File: src/pkg/sgmt_cfg.svh
// Constants for the signal measurement timer: widths, mode codes, reset values
`ifndef SGMT_CFG_SVH
`define SGMT_CFG_SVH

`define SGMT_CNT_W 24
`define SGMT_MODE_W 4
`define SGMT_CNT_RST 24'h00_0000
`define SGMT_CNT_ONE 24'h00_0001

`define SGMT_MODE_TIMER 4'h0
`define SGMT_MODE_GATED 4'h1
`define SGMT_MODE_TOF 4'h6
`define SGMT_MODE_CAPTURE 4'h7
`define SGMT_MODE_COUNTER 4'h8
`define SGMT_MODE_GCOUNTER 4'h9
`define SGMT_MODE_WCOUNTER 4'hA
`define SGMT_MODE_FIRST_RSVD 4'hB

`endif

File: src/pkg/sgmt_pkg.sv
// Types shared by the signal measurement timer
package sgmt_pkg;

   typedef struct packed {
      logic [3:0] mode;
      logic repeat_en;
      logic window_polarity;
      logic signal_polarity;
      logic timer_clock_polarity;
      logic timer_clock_sel;
   } sgmt_cfg_t;

   typedef struct packed {
      logic run_status_flag;
      logic go_control_bit;
      logic period_match;
      logic period_capture_upd;
      logic pulse_width_capture_upd;
   } sgmt_stat_t;

   typedef enum {
      SGMT_TOF_WAIT,
      SGMT_TOF_TIME
   } sgmt_tof_t;

endpackage : sgmt_pkg

File: src/rtl/sgmt_top.sv
// Signal measurement timer: timer, time-of-flight, capture and counter modes
//
// Functional notes
// - Run flag follows go, lagging in synchronous modes
// - Polarity bit set inverts window, signal, clock
// - Single acquisition stops counter and clears go
// - Repeat keeps go set; new results overwrite old
// - Four-bit mode code selects the operation
// - Timer mode counts each timer clock while go
// - Timer counting follows the selected timer clock
// - Count equal to period resets it, flags match
// - Flight timing starts on window rising edge
// - In flight timing, signal rise captures period and resets the count; capture mode keeps counting
// - Second window rise captures pulse width, resets
`timescale 1ns/1ns
`include "sgmt_cfg.svh"

module sgmt_top (
   input wire logic i_ref_clk,
   input wire logic i_srst,
   input wire sgmt_pkg::sgmt_cfg_t i_cfg,
   input wire logic i_go_set,
   input wire logic i_go_clr,
   input wire logic [`SGMT_CNT_W-1:0] i_period_value,
   input wire logic i_measured_signal_input,
   input wire logic i_window_input,
   input wire logic i_timer_clock,
   output logic [`SGMT_CNT_W-1:0] o_count_value,
   output logic [`SGMT_CNT_W-1:0] o_period_capture,
   output logic [`SGMT_CNT_W-1:0] o_pulse_width_capture,
   output sgmt_pkg::sgmt_stat_t o_status
);

   function automatic logic rise_of(input logic cur, input logic prev);
      rise_of = cur & ~prev;
   endfunction : rise_of

   logic [`SGMT_CNT_W-1:0] count_q;
   logic [`SGMT_CNT_W-1:0] count_d;
   logic [`SGMT_CNT_W-1:0] cpr_q;
   logic [`SGMT_CNT_W-1:0] cpw_q;
   logic go_q;
   logic go_d;
   logic run_lag_q;
   logic sig_prev_q;
   logic win_prev_q;
   logic tclk_prev_q;
   sgmt_pkg::sgmt_tof_t tof_q;
   sgmt_pkg::sgmt_tof_t tof_d;
   sgmt_pkg::sgmt_stat_t stat_d;

   // Inputs after polarity selection
   wire measured_signal_internal = i_measured_signal_input ^ i_cfg.signal_polarity;
   wire window_internal = i_window_input ^ i_cfg.window_polarity;
   wire timer_clock_internal = i_timer_clock ^ i_cfg.timer_clock_polarity;

   wire sig_rise = rise_of(measured_signal_internal, sig_prev_q);
   wire win_rise = rise_of(window_internal, win_prev_q);
   // Timer clock: every reference cycle, or each rising edge of the external source after polarity selection
   wire tick = i_cfg.timer_clock_sel ? rise_of(timer_clock_internal, tclk_prev_q) : 1'b1;

   // Mode decode
   wire m_timer = (i_cfg.mode == `SGMT_MODE_TIMER);
   wire m_gated = (i_cfg.mode == `SGMT_MODE_GATED);
   wire m_tof = (i_cfg.mode == `SGMT_MODE_TOF);
   wire m_capture = (i_cfg.mode == `SGMT_MODE_CAPTURE);
   wire m_counter = (i_cfg.mode == `SGMT_MODE_COUNTER);
   wire m_gcounter = (i_cfg.mode == `SGMT_MODE_GCOUNTER) || (i_cfg.mode == `SGMT_MODE_WCOUNTER);
   wire m_rsvd = (i_cfg.mode >= `SGMT_MODE_FIRST_RSVD);
   wire m_async = m_counter || m_gcounter;
   wire m_plain = !m_gated && !m_tof && !m_async && !m_rsvd;

   wire tof_timing = (tof_q == sgmt_pkg::SGMT_TOF_TIME);
   wire tof_start = go_q && m_tof && !tof_timing && win_rise;
   wire tof_sig_cap = go_q && m_tof && tof_timing && sig_rise;
   wire tof_win_cap = go_q && m_tof && tof_timing && win_rise && !sig_rise;
   wire cap_event = go_q && m_capture && sig_rise;
   wire acq_done = tof_sig_cap || tof_win_cap || cap_event;

   // Counting enable per mode; reserved modes never count
   wire cnt_en = go_q && ((m_plain && tick) ||
                          (m_gated && tick && window_internal) ||
                          (m_tof && tick && tof_timing) ||
                          (m_counter && sig_rise) ||
                          (m_gcounter && sig_rise && window_internal));
   wire match = cnt_en && (count_q == i_period_value);

   always_comb begin
      if (tof_sig_cap || tof_win_cap || tof_start || match) begin
         count_d = `SGMT_CNT_RST;
      end else if (cnt_en) begin
         count_d = count_q + `SGMT_CNT_ONE;
      end else begin
         count_d = count_q;
      end
   end

   // Software set wins over any clear in the same cycle
   assign go_d = i_go_set || (go_q && !i_go_clr && !(acq_done && !i_cfg.repeat_en));

   always_comb begin
      tof_d = tof_q;
      if (!go_q || !m_tof) begin
         tof_d = sgmt_pkg::SGMT_TOF_WAIT;
      end else if (tof_start) begin
         tof_d = sgmt_pkg::SGMT_TOF_TIME;
      end else if (tof_sig_cap) begin
         tof_d = sgmt_pkg::SGMT_TOF_WAIT;
      end
   end

   always_comb begin
      stat_d.go_control_bit = go_d;
      // Counter modes report directly; synchronous modes add one stage of lag
      stat_d.run_status_flag = m_async ? go_q : run_lag_q;
      stat_d.period_match = match;
      stat_d.period_capture_upd = tof_sig_cap || cap_event;
      stat_d.pulse_width_capture_upd = tof_win_cap;
   end

   always_ff @(posedge i_ref_clk) begin
      if (i_srst) begin
         sig_prev_q <= 1'b0;
         win_prev_q <= 1'b0;
         tclk_prev_q <= 1'b0;
      end else begin
         sig_prev_q <= measured_signal_internal;
         win_prev_q <= window_internal;
         tclk_prev_q <= timer_clock_internal;
      end
   end

   always_ff @(posedge i_ref_clk) begin
      if (i_srst) begin
         count_q <= `SGMT_CNT_RST;
         go_q <= 1'b0;
         run_lag_q <= 1'b0;
         tof_q <= sgmt_pkg::SGMT_TOF_WAIT;
         o_status <= '0;
      end else begin
         count_q <= count_d;
         go_q <= go_d;
         run_lag_q <= go_q;
         tof_q <= tof_d;
         o_status <= stat_d;
      end
   end

   // Later acquisitions overwrite earlier results
   always_ff @(posedge i_ref_clk) begin
      if (i_srst) begin
         cpr_q <= `SGMT_CNT_RST;
         cpw_q <= `SGMT_CNT_RST;
      end else begin
         if (tof_sig_cap || cap_event) begin
            cpr_q <= count_q;
         end
         if (tof_win_cap) begin
            cpw_q <= count_q;
         end
      end
   end

   assign o_count_value = count_q;
   assign o_period_capture = cpr_q;
   assign o_pulse_width_capture = cpw_q;
endmodule : sgmt_top

File: config.mk
export PLATFORM = sky130hd
export DESIGN_NAME = sgmt_top
export DESIGN_NICKNAME = d
export VERILOG_FILES = /design/src/pkg/sgmt_pkg.sv /design/src/rtl/sgmt_top.sv
export VERILOG_INCLUDE_DIRS = /design/src /design/src/pkg
export SDC_FILE = /design/constraint.sdc
export NUM_CORES = 1
export LEC_CHECK = 0
export BUFFER_PORTS_ARGS = -buffer_cell sky130_fd_sc_hd__buf_2
export CELL_PAD_IN_SITES_DETAIL_PLACEMENT = 1
export CELL_PAD_IN_SITES_GLOBAL_PLACEMENT = 1
export CORE_UTILIZATION = 41
export CTS_BUF_LIST = sky130_fd_sc_hd__clkbuf_16
export DETAILED_ROUTE_END_ITERATION = 10
export PLACE_DENSITY_LB_ADDON = 0.25
export SLEW_MARGIN = 30
export SYNTH_ARGS = -nofsm -noshare
export SYNTH_HDL_FRONTEND = slang
export SYNTH_SLANG_ARGS = --single-unit
File: constraint.sdc
create_clock -name i_ref_clk -period 4 [get_ports i_ref_clk]
set_input_delay 0.4 -clock i_ref_clk [delete_from_list [all_inputs] [get_ports i_ref_clk]]
set_output_delay 0.4 -clock i_ref_clk [all_outputs]
set_load 0.01 [all_outputs]
==> summary.md, run 1 <==
| Metric | Value |
|---|---|
| Placed Area | 0.00448 mm^2 |
| Skew-Pair Late Insertion Delay | 350 ps |
| Netlist cell types | 47 |
| IO Port Bufs | 116 |
| #FFs+latches synth | 82 |
| CTS max path bufs | 2 |
| Sum Neg Setup Slack | 0 ps |
| I/O pin count | 117 |
| Startpoint Class | flip-flop |
| Worst hold-check path type | input port to flip-flop |
| CTS buffer count | 9 |
| Worst Path Max Fanout | 9 |
| Slew margin rel. | 48.4% |
| Most frequent cells in the layout | 116 x buf_2, 82 x dfxtp_1, 60 x nand2_1, 35 x nor2_1, 26 x a21oi_1 |
| Pwr dens | 394 mW/mm^2 |
| Grt total ovfl | 0 |
| Routed Antenna Nets | 0 |
| CTS tree | done |
| Post-Syn Nets | 472 |
| Worst EP required | 4260 ps |
| WHS Path Cells | 3 |
| RSZ-0062 raised after global routing | no |
| Vias per std cell | 5.67 |
| Mapped Area | 0.00389 mm^2 |
| Post-DP HPWL | 8090 um |
| Core area | 0.00920 mm^2 |
| Status | completed |
| Fin area | 0.00483 mm^2 |
| Ys async rst share | 0% |
| Maximum capacitance violations | 0 |
| LEAKAGE | 1.96 nW |
| Min-Delay Startpoint | i_go_set |
| Remaining DRCs | 0 |
| Worst Tran Pin Value | 768 ps |
| Place WS | 1620 ps |
| DR WL/cell | 18.1 um |
| Syn Inst Count | 431 |
| Seq/Total Area, Yosys | 42.2% |
| Starting Density | 42.3% |
| Die Y | 99.4 um |
| Max-slew violation count | 0 |
| Global Route Usage Sum | 24.4% |
| VDD IR max | 229 uV |
| Fin. Hold Viols | 0 |
| Final #Nets | 569 |
| Chip Width | 99.4 um |
| Commonest non-fill, non-tap cell in the layout | buf_2 |
| Antenna violations before repair | 0 |
| Layout cells sized above 1 | 31.1% |
| Clock transition at path regs | 60 ps |
| PostCTS Resize Cnt | 0 |
| Router iterations before antenna repair | 6 |
| Synth-to-layout area growth | 24.0% |
| First-pass GRT wire length | 18,600 um |
| Post-CTS setup buffer count | 0 |
| Total clock sinks | 82 |
| Setup Viol. Count Final | 0 |
| Number of synthesized flops with an enable pin | 0 |
| Largest net degree at the start of global routing | 59 |
| Die area | 0.00988 mm^2 |
| CP Capture Type | flip-flop |
| Fmax | 0.419 GHz |
| Reg-to-Reg Start | o_count_value[0]$_SDFFE_PP0P_ |
| WL final | 11,700 um |
| Post-Syn Area per Cell | 9.03 um^2 |
| First DRT Iteration DRCs | 101 |
| Vias post-DR | 3,650 |
| Clk root buf | clkbuf_16 |
| Reg2reg path depth | 6 |
| Vias in the first global route | 3,620 |
| Post-synth top flop | dfxtp_1 |
| # rows | 35 |
| Worst Setup Slack, final | 1620 ps |
| Worst Hold End | go_q$_SDFF_PP0_ |
| Arrival time worst endpoint | 2640 ps |
| Post-CTS Hold Buffers | 0 |
| Min cycle time layout | 2380 ps |
| Crit Path Category | flip-flop to flip-flop |
| CP Launch Point | o_count_value[0]$_SDFFE_PP0P_ |
| ANT cells | 0 |
| Final worst-path cycle share | 59.6% |
| RR Endpoint | o_count_value[12]$_SDFFE_PP0P_ |
| H-Tree Depth | 3 |
| Gpl congestion | 0.797 |
| Number of synthesis warnings | 0 |
| Fin Clk Skew | 7.27 ps |
| Fillers | 1,097 |
| Reg2Reg Setup Slack | 1620 ps |
==> through the flow <==
stage / hold WS, ps / util [%] / total power, mW / std cells
after floorplan: 422 / - / 0.916 / 431
after global placement: 438 / 48.7 / 0.954 / 628
after detailed placement: 447 / 48.7 / 0.958 / 628
after CTS: 289 / 52.5 / 1.91 / 644
after global routing: 328 / 52.5 / 1.95 / 644
final: 292 / 52.5 / 1.90 / 644
==> state kept, by name (all words and copies together), names as in the netlist <==
register / cells
o_pulse_width_capture: 24
o_period_capture: 24
tclk_prev_q: 1
sig_prev_q: 1
o_count_value: 24
run_lag_q: 1
o_status: 4
tof_q: 1
go_q: 1
win_prev_q: 1
==> worst max path at each step <==
stage | endpoint | slack [ps] | cells past startpoint
final | o_count_value[12]$_SDFFE_PP0P_ | 1620 | 6
after global routing | o_count_value[12]$_SDFFE_PP0P_ | 1490 | 6
after CTS | o_count_value[12]$_SDFFE_PP0P_ | 1610 | 6
after detailed placement | o_count_value[4]$_SDFFE_PP0P_ | 1620 | 8
after global placement | o_count_value[23]$_SDFFE_PP0P_ | 1680 | 8
after floorplan | o_count_value[18]$_SDFFE_PP0P_ | 2050 | 7
==> cell families after synthesis <==
group | count (synthesis) | synth area share [%]
compound gates | 86 | 17.1
xor+xnor | 27 | 6.27
fa+ha+maj | 1 | 0.321
buf+inv | 41 | 5.31
flops | 82 | 42.2
mux | 24 | 6.17
simple gates | 170 | 22.6
==> critical path, cell delays in order, from the launching register on <==
cell      delay [ps]
dfxtp_1          550
ha_1             240
and3_1           260
and2_0           360
nand4_1          160
or4_1            460
a211oi_2         250
==> area by class of cell <==
cell class / instances / area, um^2 / area share [%]
clock buffers: 9 / 225 / 4.67
clock inverters: 7 / 118 / 2.44
inverters: 4 / 15.0 / 0.311
multi-input cells: 308 / 2050 / 42.6
flip-flops and latches: 82 / 1640 / 34.0
well taps: 111 / 139 / 2.88
repair buffers: 123 / 633 / 13.1
==> synth_stat cells (4+ instances only) <==
cell | instances | area share, %
dfxtp_1 | 82 | 42
nand2_1 | 60 | 5.8
nor2_1 | 35 | 3.4
a21oi_1 | 26 | 3.3
mux2i_1 | 24 | 6.2
xor2_1 | 24 | 5.4
o31ai_1 | 22 | 4.2
or4_1 | 22 | 4.2
a211oi_2 | 17 | 5.5
clkbuf_1 | 13 | 1.3
buf_2 | 12 | 1.5
nand4_1 | 11 | 1.8
nand3_1 | 9 | 1.2
a211oi_1 | 8 | 1.5
buf_4 | 7 | 1.4
and2_1 | 5 | 0.80
nor4_1 | 5 | 0.80
and3_1 | 4 | 0.64
inv_1 | 4 | 0.39
==> metal layers <==
metal  track usage (%)  vias to the layer above  share of wire (%)
met4              10.7                        0                1.8
met5                 0                        -                  0
met2              39.7                      103                 47
met3              5.69                       21                4.8
li1                  -                     1751                  -
met1              30.9                     1775                 46
==> where the power goes <==
group	switching (mW)	internal, mW
clock network	0.349	0.609
logic	0.0764	0.0375
registers	0.00638	0.821
total	0.432	1.47
Power figures use the tool's default switching activity.
==> run 2: changes to the inputs <==
--- a/config.mk
+++ b/config.mk
@@ -9,7 +9,7 @@
 export BUFFER_PORTS_ARGS = -buffer_cell sky130_fd_sc_hd__buf_2
 export CELL_PAD_IN_SITES_DETAIL_PLACEMENT = 1
 export CELL_PAD_IN_SITES_GLOBAL_PLACEMENT = 1
-export CORE_UTILIZATION = 41
+export CORE_UTILIZATION = 38
 export CTS_BUF_LIST = sky130_fd_sc_hd__clkbuf_16
 export DETAILED_ROUTE_END_ITERATION = 10
 export PLACE_DENSITY_LB_ADDON = 0.25
==> constraint.sdc (replaced) <==
create_clock -name i_ref_clk -period 2.31 [get_ports i_ref_clk]
set_input_delay 0.231 -clock i_ref_clk [delete_from_list [all_inputs] [get_ports i_ref_clk]]
set_output_delay 0.231 -clock i_ref_clk [all_outputs]
set_load 0.01 [all_outputs]
==> run 2 against run 1 <==
Clock power is 52% higher; sequential share of layout area is 1.3 points lower; critical path depth unchanged; power increased by 64%; non-clock buffer count is 23 higher; wire length grew 7.9%; critical path type unchanged; cell count rose by 7.0%; largest cell class unchanged.
==> summary.md, run 2 (synthesis results as in run 1) <==
| Metric | Value |
|---|---|
| CP Capture Type | flip-flop |
| Global Route Usage Sum | 24.3% (-0.055 points) |
| RSZ-0062 raised after global routing | no |
| Worst hold-check path type | input port to flip-flop |
| Post-DP HPWL | 8860 um (+9.6%) |
| Max-slew violation count | 0 (unchanged) |
| Skew-Pair Late Insertion Delay | 340 ps (about the same) |
| Synth-to-layout area growth | 29.1% |
| Clock transition at path regs | 60 ps (about the same) |
| Remaining DRCs | 0 (unchanged) |
| Worst Setup Slack, final | 128 ps (-1490 ps) |
| Arrival time worst endpoint | 2440 ps (-200 ps) |
| Placed Area | 0.00472 mm^2 (+5.3%) |
| Fin Clk Skew | 7.03 ps (-0.242 ps) |
| Sum Neg Setup Slack | 0 ps (unchanged) |
| Net Sw Power | 770 uW (+78%) |
| Most frequent cells in the layout | 116 x buf_2, 82 x dfxtp_1, 60 x nand2_1, 35 x nor2_1, 27 x buf_4 |
| Place WS | 186 ps (-1430 ps) |
| Setup Viol. Count Final | 0 (unchanged) |
| Commonest non-fill, non-tap cell in the layout | buf_2 |
| Worst Path Max Fanout | 6 (-3) |
| Startpoint Class | flip-flop |
| Final #Nets | 592 (+4.0%) |
| CTS max path bufs | 2 (unchanged) |
| Core area | 0.00986 mm^2 (+7.3%) |
| Fin area | 0.00502 mm^2 (+4.1%) |
| VDD IR max | 370 uV (+61%) |
| IO Port Bufs | 116 (unchanged) |
| Combinational Power Share | 7.2% (+1.2 points) |
| Min cycle time layout | 2180 ps (-202 ps) |
| First DRT Iteration DRCs | 154 (+52%) |
| ANT cells | 0 (unchanged) |
| Router iterations before antenna repair | 4 (-2) |
| Vias in the first global route | 3,646 (+0.72%) |
| Clk root buf | clkbuf_16 |
| Vias per std cell | 5.39 (-4.8%) |
| H-Tree Depth | 3 (unchanged) |
| Die Y | 103 um (+3.8%) |
| Gpl congestion | 0.820 (+2.9%) |
| Status | completed |
| First-pass GRT wire length | 19,400 um (+4.3%) |
| Largest net degree at the start of global routing | 50 (-15%) |
| Routed Antenna Nets | 0 (unchanged) |
| Worst Tran Pin Value | 542 ps (-226 ps) |
| Chip Width | 103 um (+3.8%) |
| Fin. Hold Viols | 0 (unchanged) |
| Grt total ovfl | 0 (unchanged) |
| CTS buffer count | 9 (unchanged) |
| Total clock sinks | 82 (unchanged) |
| Maximum capacitance violations | 0 (unchanged) |
| Vias post-DR | 3,716 (+1.8%) |
| Final worst-path cycle share | 94.5% (+35 points) |
| Crit Path Category | flip-flop to flip-flop |
| Clock share of power | 46.9% (-3.5 points) |
| Pwr dens | 620 mW/mm^2 (+57%) |
| Slew margin rel. | 63.9% (+15 points) |
| Sw Share | 24.7% (+2.0 points) |
| Internal | 2.34 mW (+60%) |
| LEAKAGE | 2.08 nW (+6.2%) |
| Die area | 0.0106 mm^2 (+7.7%) |
| WL final | 12,600 um (+7.9%) |
| Seq pwr share | 45.9% (+2.3 points) |
| Antenna violations before repair | 0 (unchanged) |
| Worst EP required | 2570 ps (-1690 ps) |
| Post-CTS Hold Buffers | 0 (unchanged) |
| DR WL/cell | 18.3 um (+0.82%) |
| CTS tree | done |
| Overall power | 3.11 mW (+64%) |
| Fmax | 0.458 GHz (+9.2%) |
| Layout cells sized above 1 | 34.0% (+2.8 points) |
| # rows | 36 (+2.9%) |
| I/O pin count | 117 (unchanged) |
| Starting Density | 39.4% (-2.9 points) |
run 2: changes by cell type in the layout (fill, tap and decap cells not counted), sizes merged:
cell,before,now
buf,123,146
inv,4,7
clkinvlp,2,1
bufinv,3,1
run 2: path summary, 6_finish.rpt:
kind / slack (ps) / endpoint / cells after the start / from
worst max register to register: 130 / o_count_value[20]$_SDFFE_PP0P_ / 6 / o_count_value[1]$_SDFFE_PP0P_
worst max-delay path: 130 / o_count_value[20]$_SDFFE_PP0P_ / 6 / o_count_value[1]$_SDFFE_PP0P_
worst min-delay path: 150 / go_q$_SDFF_PP0_ / 3 / i_go_set
worst min register to register: 440 / o_status[4]$_SDFF_PP0_ / 2 / run_lag_q$_SDFF_PP0_
run 2: metrics by stage:
| step | std cells | hold WS, ps | utilization, % |
|---|---|---|---|
| final | 689 | 155 | 50.9 |
| after global routing | 689 | 157 | 50.9 |
| after CTS | 689 | 152 | 50.9 |
| after detailed placement | 673 | 435 | 47.8 |
| after global placement | 673 | 431 | 47.8 |
| after floorplan | 431 | 319 | - |
run 2: power groups by stage:
stage               clock network, mW  registers [mW]  logic (mW)
CTS                              1.49            1.43       0.221
floorplan                           0            1.46       0.124
detailed placement                  0            1.46       0.219
global route                     1.53            1.43       0.240
finish                           1.46            1.43       0.224
global placement                    0            1.46       0.213
run 2: per-layer routing:
metal  global-route usage (%)  share of wire (%)  up-vias
li1                         -                  -     1800
met3                     4.97                4.6       11
met5                        0                  0        -
met1                     30.8                 45     1810
met4                     8.56                1.3        0
met2                     41.2                 49       95
run 2: repair_timing:
| action | 4_1_cts | 5_1_grt |
|---|---|---|
| setup buffers | 0 | 0 |
| gates resized for setup | 0 | 1 |
| endpoints found under the setup margin | 0 | 1 |
| endpoints found under the hold margin | 0 | 0 |
run 2: area by class of cell:
type	instances	area (um^2)
clock inverter	7	73.8
inverter	4	15.0
timing repair buffer	146	843
clock buffer	9	225
multi-input combinational	308	2060
sequential	82	1640
tap	133	166
fill	1192	4840
run 2: worst max-delay path, stage by stage (launching register included):
cell and delay (ps):
dfxtp_1 420, ha_1 190, and3_1 170, and2_0 420, nand4_1 200, or4_1 460
a211oi_2 230
